File: config.mk
export PLATFORM = sky130hd
export DESIGN_NAME = lxt_top
export DESIGN_NICKNAME = d
export VERILOG_FILES = /design/src/lxt_pkg.sv /design/src/lxt_trap_if.sv /design/src/lxt_txstat.sv /design/src/lxt_trap.sv /design/src/lxt_top.sv
export VERILOG_INCLUDE_DIRS = /design/src /design/src/src
export SDC_FILE = /design/constraint.sdc
export NUM_CORES = 1
export LEC_CHECK = 0
export BUFFER_PORTS_ARGS = -buffer_cell sky130_fd_sc_hd__buf_4
export CAP_MARGIN = 20
export CORE_UTILIZATION = 39
export DETAILED_ROUTE_END_ITERATION = 10
export PLACE_DENSITY = 0.74
export SYNTH_ARGS = -nofsm -noshare
export SYNTH_HDL_FRONTEND = slang
export SYNTH_SLANG_ARGS = --single-unit
File: constraint.sdc
create_clock -name i_core_clk -period 3.9 [get_ports i_core_clk]
set_input_delay 0 -clock i_core_clk [delete_from_list [all_inputs] [get_ports i_core_clk]]
set_output_delay 0 -clock i_core_clk [all_outputs]
set_load 0.02 [all_outputs]
File: src/lxt_regs.svh
// Register offsets, field positions, reset values and match constants of the LAN trap block.
`ifndef LXT_REGS_SVH
`define LXT_REGS_SVH
`define LXT_ADDR_W 8
`define LXT_OFF_TXST2 8'hBC
`define LXT_OFF_MODE 8'hC0
`define LXT_OFF_DAL 8'hC2
`define LXT_OFF_DAM 8'hC4
`define LXT_OFF_DAH 8'hC6
`define LXT_OFF_DAX 8'hC8
`define LXT_OFF_ETYP 8'hCA
`define LXT_TS_ERR 15
`define LXT_TS_JAB 14
`define LXT_TS_FLUSH 13
`define LXT_TS_LOC 11
`define LXT_TS_NOC 10
`define LXT_TS_LC 9
`define LXT_TS_EC 8
`define LXT_TS_CC_LSB 3
`define LXT_TS_EXD 2
`define LXT_TS_UFE 1
`define LXT_TS_DEF 0
`define LXT_MD_MGMT 9
`define LXT_MD_BCAST 8
`define LXT_MD_SRC 4
`define LXT_MD_VLAN 3
`define LXT_MD_ETYP 2
`define LXT_MD_DA 1
`define LXT_MD_DUAL 0
`define LXT_MODE_WMASK 16'h031F
`define LXT_DAX_WMASK 16'h00FF
`define LXT_RST_TXST2 16'h0000
`define LXT_RST_MODE 16'h0000
`define LXT_RST_DA 16'h0000
`define LXT_RST_DAX 16'h0000
`define LXT_RST_ETYP 16'h0000
`define LXT_CC_MAX 4'hF
`define LXT_MGMT_PFX 24'h0180C2
`define LXT_BCAST_DA 48'hFFFFFFFFFFFF
`endif

File: src/lxt_pkg.sv
// Types shared by the LAN trap and transmit status modules.
package lxt_pkg;
   typedef struct packed {
      logic err; logic jab; logic flush; logic rsv12;
      logic loc; logic noc; logic lc; logic ec; logic rsv7;
      logic [3:0] cc; logic exd; logic ufe; logic def;
   } lxt_txst_t;
   typedef struct packed {
      logic [47:0] da; logic [15:0] etype; logic vlan_hit; logic queue_fwd;
   } lxt_hdr_t;
   typedef struct packed {logic extract; logic fwd; logic done;} lxt_trap_st_t;
endpackage

File: src/lxt_trap_if.sv
// Configuration and frame header path between the register bank and the classifier.
interface lxt_trap_if;
   logic mgmt_en;
   logic bcast_en;
   logic vlan_en;
   logic etype_en;
   logic da_en;
   logic [47:0] addr;
   logic [7:0] mask;
   logic [15:0] etype;
   logic hv;
   lxt_pkg::lxt_hdr_t hdr;
   logic extract;
   logic fwd;
   logic done;
   modport trap(input mgmt_en, bcast_en, vlan_en, etype_en, da_en, addr, mask, etype, hv, hdr,
      output extract, fwd, done);
   modport ctl(output mgmt_en, bcast_en, vlan_en, etype_en, da_en, addr, mask, etype, hv, hdr,
      input extract, fwd, done);
endinterface

File: src/lxt_txstat.sv
// Real-time transmit status of LAN port 2.
`include "lxt_regs.svh"
module lxt_txstat (
   // Clock and reset.
   input wire logic i_core_clk,
   input wire logic i_srst,
   // Transmit MAC events.
   input wire logic i_start,
   input wire logic [8:0] i_err,
   input wire logic i_coll,
   input wire logic i_defer,
   // Status word.
   output lxt_pkg::lxt_txst_t o_st
);
   lxt_pkg::lxt_txst_t st_ff;
   lxt_pkg::lxt_txst_t nxt_st;
   logic [3:0] base;
   always_comb begin
      nxt_st = st_ff;
      base = st_ff.cc;
      if (i_start) begin
         nxt_st = '0;
         base = 4'h0;
      end
      // Events are applied after the clear so a fault in the start cycle is kept.
      {nxt_st.jab, nxt_st.flush, nxt_st.loc, nxt_st.noc, nxt_st.lc, nxt_st.ec, nxt_st.exd,
         nxt_st.ufe} = {nxt_st.jab, nxt_st.flush, nxt_st.loc, nxt_st.noc, nxt_st.lc,
         nxt_st.ec, nxt_st.exd, nxt_st.ufe} | i_err[7:0];
      if (i_coll && base != `LXT_CC_MAX) begin
         nxt_st.cc = base + 4'h1;
      end else begin
         nxt_st.cc = base;
      end
      nxt_st.def = i_defer & i_err[8];
      nxt_st.err = nxt_st.jab | nxt_st.flush | nxt_st.loc | nxt_st.noc | nxt_st.lc
         | nxt_st.ec | nxt_st.exd;
      nxt_st.rsv12 = 1'b0;
      nxt_st.rsv7 = 1'b0;
   end
   always_ff @(posedge i_core_clk) begin
      if (i_srst) st_ff <= '0;
      else st_ff <= nxt_st;
   end
   assign o_st = st_ff;
endmodule

File: src/lxt_trap.sv
// Classifier that diverts received LAN frames to the extract queue.
`include "lxt_regs.svh"
module lxt_trap (
   // Clock and reset.
   input wire logic i_core_clk,
   input wire logic i_srst,
   // Configuration, header and result.
   lxt_trap_if.trap t
);
   lxt_pkg::lxt_trap_st_t st_ff;
   lxt_pkg::lxt_trap_st_t nxt_st;
   logic [47:0] care;
   logic hit;
   always_comb begin
      care = {40'hFFFFFFFFFF, ~t.mask};
      hit = (t.mgmt_en && t.hdr.da[47:24] == `LXT_MGMT_PFX)
         || (t.bcast_en && t.hdr.da == `LXT_BCAST_DA)
         || (t.vlan_en && t.hdr.vlan_hit)
         || (t.etype_en && t.hdr.etype == t.etype)
         || (t.da_en && ((t.hdr.da ^ t.addr) & care) == 48'h0);
      nxt_st.extract = t.hv & hit;
      nxt_st.fwd = t.hv & t.hdr.queue_fwd & ~hit;
      nxt_st.done = t.hv;
   end
   always_ff @(posedge i_core_clk) begin
      if (i_srst) st_ff <= '0;
      else st_ff <= nxt_st;
   end
   assign t.extract = st_ff.extract;
   assign t.fwd = st_ff.fwd;
   assign t.done = st_ff.done;
endmodule

File: src/lxt_top.sv
// LAN port mode, extract trap and port 2 transmit status register bank.
//
// Notes on behaviour
// - Error summary reads one on any listed error except transmit data underflow.
// - Jabber timeout failure sets its flag.
// - Software flush of a frame sets its flag.
// - Carrier lost mid-frame sets its flag.
// - No carrier at attempt sets its flag.
// - Late collision abort sets its flag.
// - More than sixteen collisions sets its flag.
// - Collision count of current frame in bits 6:3.
// - Too long deferral sets its flag.
// - Transmit data underflow sets its flag.
// - Deferring flag follows carrier hold-off, half duplex.
// - Traps combine; extract beats queue forwarding.
// - Bridge multicast prefix goes to extract.
// - All-ones destination goes to extract.
// - Source select picks port 1 or 2; port 2 only in dual port mode.
// - VLAN table hit diverts when enabled.
// - Matching protocol type diverts when enabled.
// - Masked destination match diverts when enabled.
// - Trap address built from three 16-bit registers.
// - Mask bits make low address bits don't-care.
// - Mode bit picks single or dual port.
// - Protocol type low byte sits in bits 7:0.
//
// Implementation choice: the plain strobed port.
`include "lxt_regs.svh"
module lxt_top (
   // Clock and reset.
   input wire logic i_core_clk,
   input wire logic i_srst,
   // Register port.
   input wire logic [`LXT_ADDR_W-1:0] i_addr,
   input wire logic [15:0] i_wdata,
   input wire logic i_wr,
   input wire logic i_rd,
   output logic [15:0] o_rdata,
   // Port 2 transmit MAC events.
   input wire logic i_tx_attempt,
   input wire logic i_tx_jabber,
   input wire logic i_tx_flushed,
   input wire logic i_tx_carrier_lost,
   input wire logic i_tx_no_carrier,
   input wire logic i_tx_late_coll,
   input wire logic i_tx_excess_coll,
   input wire logic i_tx_collision,
   input wire logic i_tx_excess_deferral,
   input wire logic i_tx_underflow,
   input wire logic i_tx_deferring,
   input wire logic i_half_duplex,
   // Port 1 received header.
   input wire logic i_rx1_valid,
   input wire logic [47:0] i_rx1_da,
   input wire logic [15:0] i_rx1_etype,
   input wire logic i_rx1_vlan_hit,
   input wire logic i_rx1_queue_fwd,
   // Port 2 received header.
   input wire logic i_rx2_valid,
   input wire logic [47:0] i_rx2_da,
   input wire logic [15:0] i_rx2_etype,
   input wire logic i_rx2_vlan_hit,
   input wire logic i_rx2_queue_fwd,
   // Port mode and classification results.
   output logic o_dual_port_select,
   output logic o_gige_allowed,
   output logic o_rx_extract,
   output logic o_rx_queue_fwd,
   output logic o_rx_done
);
   // -------------------------------------------------------------------------
   // Register state
   // -------------------------------------------------------------------------
   typedef struct packed {
      logic [15:0] mode;
      logic [15:0] dal;
      logic [15:0] dam;
      logic [15:0] dah;
      logic [15:0] dax;
      logic [15:0] etyp;
      logic [15:0] rdata;
      logic gige_ok;
   } lxt_top_st_t;

   lxt_top_st_t st_ff;
   lxt_top_st_t nxt_st;
   lxt_pkg::lxt_txst_t txst;
   lxt_pkg::lxt_hdr_t hdr1;
   lxt_pkg::lxt_hdr_t hdr2;
   logic src_port2;
   logic [8:0] tx_err;
   lxt_trap_if tif ();

   always_comb begin
      nxt_st = st_ff;
      nxt_st.rdata = 16'h0000;
      if (i_wr) begin
         unique case (i_addr)
            `LXT_OFF_MODE: nxt_st.mode = i_wdata & `LXT_MODE_WMASK;
            `LXT_OFF_DAL: nxt_st.dal = i_wdata;
            `LXT_OFF_DAM: nxt_st.dam = i_wdata;
            `LXT_OFF_DAH: nxt_st.dah = i_wdata;
            `LXT_OFF_DAX: nxt_st.dax = i_wdata & `LXT_DAX_WMASK;
            `LXT_OFF_ETYP: nxt_st.etyp = i_wdata;
            default: ;
         endcase
      end
      if (i_rd) begin
         unique case (i_addr)
            `LXT_OFF_TXST2: nxt_st.rdata = txst;
            `LXT_OFF_MODE: nxt_st.rdata = st_ff.mode;
            `LXT_OFF_DAL: nxt_st.rdata = st_ff.dal;
            `LXT_OFF_DAM: nxt_st.rdata = st_ff.dam;
            `LXT_OFF_DAH: nxt_st.rdata = st_ff.dah;
            `LXT_OFF_DAX: nxt_st.rdata = st_ff.dax;
            `LXT_OFF_ETYP: nxt_st.rdata = st_ff.etyp;
            default: nxt_st.rdata = 16'h0000;
         endcase
      end
      // Gigabit operation is only offered while the single port mode is set.
      nxt_st.gige_ok = ~nxt_st.mode[`LXT_MD_DUAL];
   end

   always_ff @(posedge i_core_clk) begin
      if (i_srst) begin
         st_ff.mode <= `LXT_RST_MODE;
         st_ff.dal <= `LXT_RST_DA;
         st_ff.dam <= `LXT_RST_DA;
         st_ff.dah <= `LXT_RST_DA;
         st_ff.dax <= `LXT_RST_DAX;
         st_ff.etyp <= `LXT_RST_ETYP;
         st_ff.rdata <= `LXT_RST_TXST2;
         st_ff.gige_ok <= 1'b1;
      end else begin
         st_ff <= nxt_st;
      end
   end

   assign o_rdata = st_ff.rdata;
   assign o_dual_port_select = st_ff.mode[`LXT_MD_DUAL];
   assign o_gige_allowed = st_ff.gige_ok;

   // -------------------------------------------------------------------------
   // Transmit status of port 2
   // -------------------------------------------------------------------------
   assign tx_err = {i_half_duplex, i_tx_jabber, i_tx_flushed, i_tx_carrier_lost,
      i_tx_no_carrier, i_tx_late_coll, i_tx_excess_coll, i_tx_excess_deferral, i_tx_underflow};

   lxt_txstat u_txstat (
      .i_core_clk(i_core_clk),
      .i_srst(i_srst),
      .i_start(i_tx_attempt),
      .i_err(tx_err),
      .i_coll(i_tx_collision),
      .i_defer(i_tx_deferring),
      .o_st(txst)
   );

   // -------------------------------------------------------------------------
   // Extract trap
   // -------------------------------------------------------------------------
   // Port 2 is honoured only in dual port mode; in single port mode a stale
   // select bit would otherwise trap a port that carries no traffic.
   assign src_port2 = st_ff.mode[`LXT_MD_SRC] & st_ff.mode[`LXT_MD_DUAL];
   assign hdr1 = {i_rx1_da, i_rx1_etype, i_rx1_vlan_hit, i_rx1_queue_fwd};
   assign hdr2 = {i_rx2_da, i_rx2_etype, i_rx2_vlan_hit, i_rx2_queue_fwd};
   assign tif.hv = src_port2 ? i_rx2_valid : i_rx1_valid;
   assign tif.hdr = src_port2 ? hdr2 : hdr1;
   assign tif.mgmt_en = st_ff.mode[`LXT_MD_MGMT];
   assign tif.bcast_en = st_ff.mode[`LXT_MD_BCAST];
   assign tif.vlan_en = st_ff.mode[`LXT_MD_VLAN];
   assign tif.etype_en = st_ff.mode[`LXT_MD_ETYP];
   assign tif.da_en = st_ff.mode[`LXT_MD_DA];
   assign tif.addr = {st_ff.dah, st_ff.dam, st_ff.dal};
   assign tif.mask = st_ff.dax[7:0];
   assign tif.etype = st_ff.etyp;

   lxt_trap u_trap (
      .i_core_clk(i_core_clk),
      .i_srst(i_srst),
      .t(tif)
   );

   assign o_rx_extract = tif.extract;
   assign o_rx_queue_fwd = tif.fwd;
   assign o_rx_done = tif.done;
endmodule

[After elaboration in Yosys (flattened, before gate mapping)]
Cells that the tools add are included.
Word-level totals
  register bits: 113
  bits of input ports: 174
  output and inout port bits: 21
  logic and storage cells: 84
Cells by class
  $add $sub $neg: 1
  eq/ne operators: 11
  multiplexer cells: 13
  bitwise operators: 18
  reductions and logical operators: 18
Operators by type and width (count)
  $pmux W16 S7: 1
  $mux W81: 1
  $mux W66: 1
  $mux W16: 4
  $eq A8 B8 Y1 const B: 7
  $and A48 B48 Y48: 1
  $eq A48 B48 Y1 const B: 1
  $logic_not A48 Y1: 1
  $xor A48 B48 Y48: 1
  $eq A24 B17 Y1 const B: 1
  $eq A16 B16 Y1: 1
  $mux W15: 1
  $reduce_and A2 Y1: 6
  $mux W4: 2
  $mux W8: 1
  $not A8 Y8: 1
  $or A8 B8 Y8: 1
  $logic_and A1 B1 Y1: 6
  $or A1 B1 Y1: 6
  $and A1 B1 Y1: 5
  $add A4 B1 Y4 const B: 1
  $logic_or A1 B1 Y1: 4
  $ne A4 B4 Y1 const B: 1
  $not A1 Y1: 3
  2 further kinds: 3

[Logic depth before layout (Yosys ltp)]
Gate-level depths: netlist of the first run.
  depth after elaboration: 10
  gate-level depth with buffers: 10
  depth with buffers taken out: 7

[Cells and area by module]
A second synthesis of the first run with hierarchy kept.
Unflattened totals
  cells, all modules: 761
  area, all modules: 6623.9 µm²
By module, submodules not included
  lxt_top: instances 1, cells each 576, area each 5086.1 µm², sequential area each 1921.8 µm²
  lxt_trap: instances 1, cells each 124, area each 988.4 µm², sequential area each 60.1 µm²
  lxt_txstat: instances 1, cells each 61, area each 549.3 µm², sequential area each 280.3 µm²

[Worst setup path before layout of the first run]
OpenSTA, ideal clock, no wires.
  path type: flip-flop to flip-flop
  from: reg st_ff (netlist bit o_dual_port_select)
  to: reg u_trap.st_ff (netlist bit u_trap.t.fwd)
  setup time: 0.123 ns
  arrival time: 2.083 ns
  required time: 3.777 ns
  slack: 1.693 ns
  cell stages (with the launch flop): 9
  buffers on the path: 1
  period minus slack after synthesis: 2.207 ns
  cell sequence: dfxtp_1 > and2_4 > buf_8 > nor3b_2 > a2111oi_4 > o2111ai_1 > or4_1 > nor4_1 > nor4_1
Between the ends
  word-level cells in the longest chain between the ends: 10
  elaborated cells between the ends (all ways): 21
  those cells by class: eq/ne (3); mux (2); bitwise (6); reduce/logical (10)
RTL lines
  from (decl): line lxt_top.sv:85  | lxt_top_st_t st_ff;
  from (signal assigned): line lxt_top.sv:135  | st_ff <= nxt_st;
  $and A1 B1 Y1 *: line lxt_top.sv:164  | assign src_port2 = st_ff.mode[`LXT_MD_SRC] & st_ff.mode[`LXT_MD_DUAL];
  $mux W66: line lxt_top.sv:168  | assign tif.hdr = src_port2 ? hdr2 : hdr1;
  $eq A48 B48 Y1 (no line) / $eq A24 B17 Y1 (equally long branches)
  $logic_and A1 B1 Y1 (no line)
  $logic_or A1 B1 Y1 (4 in a row): line lxt_trap.sv:16  | hit = (t.mgmt_en && t.hdr.da[47:24] == `LXT_MGMT_PFX)
  $not A1 Y1: line lxt_trap.sv:22  | nxt_st.fwd = t.hv & t.hdr.queue_fwd & ~hit;
  $and A1 B1 Y1 *: line lxt_trap.sv:22
  to (signal assigned): line lxt_trap.sv:27  | else st_ff <= nxt_st;
  to (decl): line lxt_trap.sv:10  | lxt_pkg::lxt_trap_st_t st_ff;
Every way passes the cells marked *; elsewhere a longest branch is shown, timed or not.
A chain may end at the register's enable or synchronous reset.

[Worst setup path in the final report of the first run]
Same ends and word-level chain as after synthesis.

==> results of run 1 <==
[layer usage]
| metal | share of wire | wire, um | vias up |
|---|---|---|---|
| li1 | - | - | 3542 |
| met1 | 0.38 | 11300 | 3672 |
| met2 | 0.45 | 13550 | 620 |
| met3 | 0.13 | 3783 | 92 |
| met4 | 0.046 | 1369 | 0 |
| met5 | 0 | 0 | - |
[power groups by stage]
stage | clock network, uW | registers (uW) | logic [uW]
floorplan | 0 | 1190 | 109
global placement | 0 | 1200 | 345
detailed placement | 0 | 1200 | 343
CTS | 1610 | 1170 | 367
global route | 1670 | 1170 | 393
finish | 1590 | 1180 | 374
[cells by family after synthesis]
group / count (synthesis) / synth area share
and+or+nand+nor: 338 / 0.2484
AOI/OAI and AO/OA: 228 / 0.2244
DFF: 113 / 0.3391
buffers and inverters: 109 / 0.07691
xor gates and xnor gates: 44 / 0.05778
muxes: 34 / 0.05159
adders and majority gates: 1 / 0.001876
[final timing paths]
check	depth (start not counted)	to	startpoint	slack (ns)
worst max-delay path	7	u_trap.t.fwd$_SDFF_PP0_	o_dual_port_select$_SDFF_PP0_	1.17
worst min-delay path	3	u_trap.t.fwd$_SDFF_PP0_	i_rx1_queue_fwd	0.0008
worst min register to register	2	st_ff[36]$_SDFFE_PP0P_	st_ff[36]$_SDFFE_PP0P_	0.48
worst max register to register	7	u_trap.t.fwd$_SDFF_PP0_	o_dual_port_select$_SDFF_PP0_	1.17
[flip-flops by register name, summed over array words and instances, names as in the netlist]
name	flops
st_ff	62
o_rdata	16
tif.etype	16
u_txstat.o_st	14
o_dual_port_select	1
o_gige_allowed	1
u_trap.t.done	1
u_trap.t.extract	1
u_trap.t.fwd	1
[stage by stage]
step           power, uW  area [sq um]  hold WS [ns]    util  worst slack (ns)
2_1_floorplan       1304          6670        0.1138       -             1.693
3_3_place_gp        1544          8122        0.2050  0.4880             1.252
3_5_place_dp        1542          8122        0.2123  0.4880             1.224
4_1_cts             3152          9032      0.003166  0.5427             1.203
5_1_grt             3237          9032       0.04697  0.5427            0.9417
6_report            3142          9032     0.0008006  0.5427             1.171
[final cells by class]
class | count | area [sq um] | share of cell area
clock buffers | 18 | 439.2 | 0.04862
clock inverters | 14 | 181.4 | 0.02009
inverters | 44 | 165.2 | 0.01829
multi-input cells | 645 | 3902 | 0.4321
flip-flops and latches | 113 | 2262 | 0.2505
well taps | 220 | 275.3 | 0.03048
repair buffers | 231 | 1807 | 0.2000
[cells in the final DEF (no fill, tap or decap), types with 20 or more instances in the layout]
cell type and instances:
nand3_1 57, a21oi_1 114, buf_4 202, a222oi_1 21
nand2_1 150, dlygate4sd3_1 29, mux2i_1 31, nor2_1 20
inv_1 44, dfxtp_1 113, xnor2_1 20, xor2_1 24
nand4_1 25
[worst min-delay path: stages]
cell,delay (ns)
buf_4,0.11
mux2i_1,0.17
nor4_1,0.08
==> run metrics, run 1 <==
min-delay worst type primary input to flop; CP endpoint kind flop; post-synthesis sequential area ratio 0.3391; fin nets 1227; WS Path Type flop to flop; outcome finished clean; via/cell ratio 6.168; Cell Pwr Density 347.9 nW/um^2; core area 16640 sq um; GRT overflow 0; Worst-Margin Slew 1.074 ns; CTS tree done; Setup Skew 0.006259 ns; clk slew on worst S/H paths 0.05 ns; initial core utilization 0.4008; fillcell total 1550; post-synth top area cell dfxtp_1; met2 Resource Use GR 0.5262; largest cells by area after synthesis dfxtp_1 34%, a21oi_1 8.6%, nand2_1 8.4%, mux2i_1 4.7%, nand3_1 4.3%; number of enable flip-flop cells after synthesis 0; Syn Inst Count 867; detailed-route wire length per cell 23.34 um; ANT cells 0; H-tree Lvls 4; Sw Ratio 0.2429; Mapped Avg Cell Area 7.693 sq um; Ports 195; post-synth top area share 0.3391; cell leakage power 0.003380 uW; post-synthesis register bit count 113; Worst EP required 4.19 ns; Tcrit/Tclk final 0.6998; Std-Cell Rows 47; clk sinks 113; 1st-pass router iterations 6; clock share of power 0.507; most common cell in the netlist nand2_1; # setup viols final 0; # port buffers 194; busiest layer in global routing met2; CTS buffer count 17; routed wire length 30000 um; Die Y 132.8 um; Cell Chain, Critical Path and2_4 > nor3b_1 > a2111oi_4 > o2111ai_1 > or4_1 > nor4_1 > nor4_1; Post-CTS Hold Buffers 29; Fmax 366.4 MHz; postcts setup bufs 0; number of global-route vias before repair 7370; share of cells above drive strength 1 0.2338; initial antenna violation count 0; post-DP HPWL 23080 um; Die ar. 17630 sq um; sequential share of power 0.374; RePlAce Congestion 1.031; synth warn 0; first-pass GRT wire length 43990 um; Crit path top cell by count nor4_1; syn_nets 1042; CTS Buffer Depth 2; Setup TNS 0 ns; Largest delay share family, worst path simple AND/OR/NAND/NOR gates; fin cells 1285; Combinational Power Share 0.119; post-cts sizing count 0; DRC violations left 0; total of max-cap violations 0; routed vias 7926; Critical Path Slowest Stage Cell and2_4; Layout Area Growth over Synthesis 35.42%; synth cell count leaders 150 x nand2_1, 114 x a21oi_1, 113 x dfxtp_1; RSZ-0062 raised after global routing no; Slew Limit Fails 0; starting DRC count in detailed routing 1131; Buf/Inv on CP 0; relative slew slack 0.2835; Die X 132.8 um; critical path launch point type flop; Int Pwr 2379 uW; Peak VDD IR 0.3798 mV; met1 Usage GRT 0.4233; P_sw 763.3 uW; root buf cell clkbuf_16; Post-synth ARST share 0; Crit Path Max Fanout 53; CP peak stage delay 0.65 ns; clk_lat worst skew 0.41 ns; Final ANT Viol Nets 0; pin count of the biggest net entering global routing 96; synth unique cells 63; cell area after synthesis 6670 sq um; hold violation count in the final report 0; dominant synthesized flop cell dfxtp_1; post-layout min period 2.729 ns; overall routing resource usage 0.3329; crit path DAT 3.02 ns; GR Util met3 0.07510; placed cell count 1224
(Power assumes the default switching activity.)
==> run 2, diff against run 1 <==
--- a/config.mk
+++ b/config.mk
@@ -6,11 +6,12 @@
 export SDC_FILE = /design/constraint.sdc
 export NUM_CORES = 1
 export LEC_CHECK = 0
+export ABC_AREA = 1
 export BUFFER_PORTS_ARGS = -buffer_cell sky130_fd_sc_hd__buf_4
 export CAP_MARGIN = 20
 export CORE_UTILIZATION = 39
 export DETAILED_ROUTE_END_ITERATION = 10
-export PLACE_DENSITY = 0.74
+export PLACE_DENSITY = 0.76
 export SYNTH_ARGS = -nofsm -noshare
 export SYNTH_HDL_FRONTEND = slang
 export SYNTH_SLANG_ARGS = --single-unit
==> constraint.sdc (replaced) <==
create_clock -name i_core_clk -period 2.5 [get_ports i_core_clk]
set_input_delay 0 -clock i_core_clk [delete_from_list [all_inputs] [get_ports i_core_clk]]
set_output_delay 0 -clock i_core_clk [all_outputs]
set_load 0.02 [all_outputs]
==> run metrics, run 2 <==
outcome finished clean; Largest register FFs 62 (unchanged); share of cells above drive strength 1 0.1798 (-0.05404); total of max-cap violations 0 (unchanged); CP endpoint kind flop; clk sinks 113 (unchanged); Fmax 500.9 MHz; pin count of the biggest net entering global routing 68 (-29%); pre-CTS WS 0.5775 ns (-0.6469 ns); CP peak stage delay 0.53 ns (-0.12 ns); Mapped Avg Cell Area 5.977 sq um (-22%); Setup crit end o_rdata[0]$_SDFF_PP0_; Worst-Margin Slew 1.090 ns (+0.01613 ns); Post-synth ARST share 0 (unchanged); routed vias 8490 (+7.1%); GRT overflow 0 (unchanged); first-pass GRT wire length 42260 um (-4.0%); postcts setup bufs 0 (unchanged); initial antenna violation count 0 (unchanged); 1st-pass router iterations 5 (-1); min-delay worst type primary input to flop; Std-Cell Rows 48 (+2.1%); Ports 195 (unchanged); Final ANT Viol Nets 0 (unchanged); synth warn 0 (unchanged); initial core utilization 0.3981 (-0.002721); Syn Inst Count 1152 (+33%); detailed-route wire length per cell 17.41 um (-25%); hold violation count in the final report 0 (unchanged); Die X 134.9 um (+1.6%); # port buffers 194 (unchanged); Layout Area Growth over Synthesis 39.02%; via/cell ratio 5.310 (-14%); dominant synthesized flop cell dfxtp_1; post-layout min period 1.996 ns; synth cell count leaders 328 x nand2_1, 150 x nand3_1, 124 x inv_1; Post-CTS Hold Buffers 44 (+52%); Cell Pwr Density 541.2 nW/um^2 (+56%); Worst EP required 2.72 ns (-1.47 ns); core area 17300 sq um (+3.9%); fillcell total 1699 (+9.6%); Hold Startpoint i_wr; R2R setup slack 0.55 ns (-0.62 ns); starting DRC count in detailed routing 794 (-30%); # setup viols final 0 (unchanged); overall routing resource usage 0.3092 (-0.02369); post-DP HPWL 20990 um (-9.1%); commonest non-fill, non-tap cell in the layout nand2_1; cell leakage power 0.004420 uW (+31%); RePlAce Congestion 0.9967 (-3.3%); Die ar. 18190 sq um (+3.2%); CTS tree done; fin nets 1537 (+25%); most common cell in the netlist nand2_1; crit path DAT 2.22 ns (-0.80 ns); syn_nets 1327 (+27%); CTS buffer count 17 (unchanged); clk slew on worst S/H paths 0.05 ns (about the same); cell area after synthesis 6885 sq um (+3.2%); H-tree Lvls 4 (unchanged); post-synth top area share 0.3285 (-0.01060); Hold Crit Depth 5 (+2); critical path launch point type primary input; relative slew slack 0.2716 (-0.01185); post-synthesis register bit count 113 (unchanged); root buf cell clkbuf_16; Die Y 134.9 um (+1.6%); Cell Chain, Critical Path dlygate4sd3_1 > buf_4 > clkinv_1 > nand2_1 > o21bai_1 > a21oi_1; clk_lat worst skew 0.42 ns (about the same); Setup Skew 0.009536 ns (+0.003276 ns); post-cts sizing count 0 (unchanged); post-synthesis sequential area ratio 0.3285 (-0.01060); Crit Path Max Fanout 16 (-70%); largest cells by area after synthesis dfxtp_1 33%, nand2_1 18%, nand3_1 11%, a21oi_1 7.8%, inv_1 6.8%; Slew Limit Fails 0 (unchanged); routed wire length 27830 um (-7.2%); CTS Buffer Depth 2 (unchanged); Setup WS post-layout 0.5038 ns (-0.6670 ns); DRC violations left 0 (unchanged); Setup TNS 0 ns (unchanged); worst reg2reg path depth 9 (+2); Tcrit/Tclk final 0.7985; Most flops, register st_ff; reg2reg end u_trap.t.fwd$_SDFF_PP0_; RR Startpoint o_dual_port_select$_SDFF_PP0_; Critical Path Slowest Stage Cell dlygate4sd3_1; crit path from i_srst; number of global-route vias before repair 8059 (+9.3%); RSZ-0062 raised after global routing no; most frequent cells in the layout 328 x nand2_1, 208 x buf_4, 150 x nand3_1; ANT cells 0 (unchanged); Peak VDD IR 0.3956 mV (+4.2%); number of enable flip-flop cells after synthesis 0 (unchanged); synth unique cells 26 (-59%); post-synth top area cell dfxtp_1; WS Path Type primary input to flop
==> run 2: power breakdown <==
| part | internal (uW) | switching (uW) | total, uW | leakage (uW) |
|---|---|---|---|---|
| registers | 1820 | 10.5 | 1830 | 0.000915 |
| logic | 310 | 297 | 608 | 0.00319 |
| clock network | 1880 | 861 | 2740 | 0.000316 |
==> run 2: cell families (layout without fill, tap and decap cells) <==
logic type                 count (synthesis)  in the layout  synth area share
adders and majority gates                  1              1          0.001817
buffers and inverters                    193            415            0.1187
and+or+nand+nor                          603            603            0.3633
AOI/OAI and AO/OA                        242            242            0.1877
DFF                                      113            113            0.3285
==> run 2: area by class of cell <==
| class | count | area, sq um | share of cell area |
|---|---|---|---|
| Multi-Input combinational cell | 846 | 3806 | 0.3976 |
| Sequential cell | 113 | 2265 | 0.2366 |
| Timing Repair Buffer | 256 | 2082 | 0.2175 |
| Inverter | 128 | 480.5 | 0.05020 |
| Clock buffer | 20 | 446.7 | 0.04667 |
| Tap cell | 225 | 281.5 | 0.02941 |
| Clock inverter | 11 | 210.2 | 0.02196 |
==> run 2: critical path, delay by kind of cell <==
family          cells  cell delay (ns)
buf+inv             3             1.18
compound gates      2             0.70
simple gates        1             0.33
==> run 2: layer usage <==
metal | up-vias | GRT usage | share of wire
met3 | 94 | 0.05706 | 0.086
met5 | - | 0 | 0
li1 | 4176 | - | -
met2 | 434 | 0.5123 | 0.46
met1 | 3786 | 0.3808 | 0.40
met4 | 0 | 0.1629 | 0.051
==> run 2: worst min-delay path by stage <==
stage                                    to
4_1_cts             st_ff[106]$_SDFFE_PP0P_
5_1_grt             st_ff[106]$_SDFFE_PP0P_
2_1_floorplan        st_ff[34]$_SDFFE_PP0P_
3_5_place_dp   u_txstat.o_st[14]$_SDFF_PP0_
3_3_place_gp    u_txstat.o_st[1]$_SDFF_PP0_
6_report            st_ff[106]$_SDFFE_PP0P_
==> run 2: through the flow <==
stage	util	cell area [sq um]	cells	power (uW)	hold WS, ns
after floorplan	-	6885	1152	2086	0.06907
after global placement	0.4899	8474	1524	2404	0.2080
after detailed placement	0.4899	8474	1524	2407	0.2260
after CTS	0.5534	9572	1599	5168	0.05282
after global routing	0.5534	9572	1599	5332	0.09892
final	0.5534	9572	1599	5180	0.06416
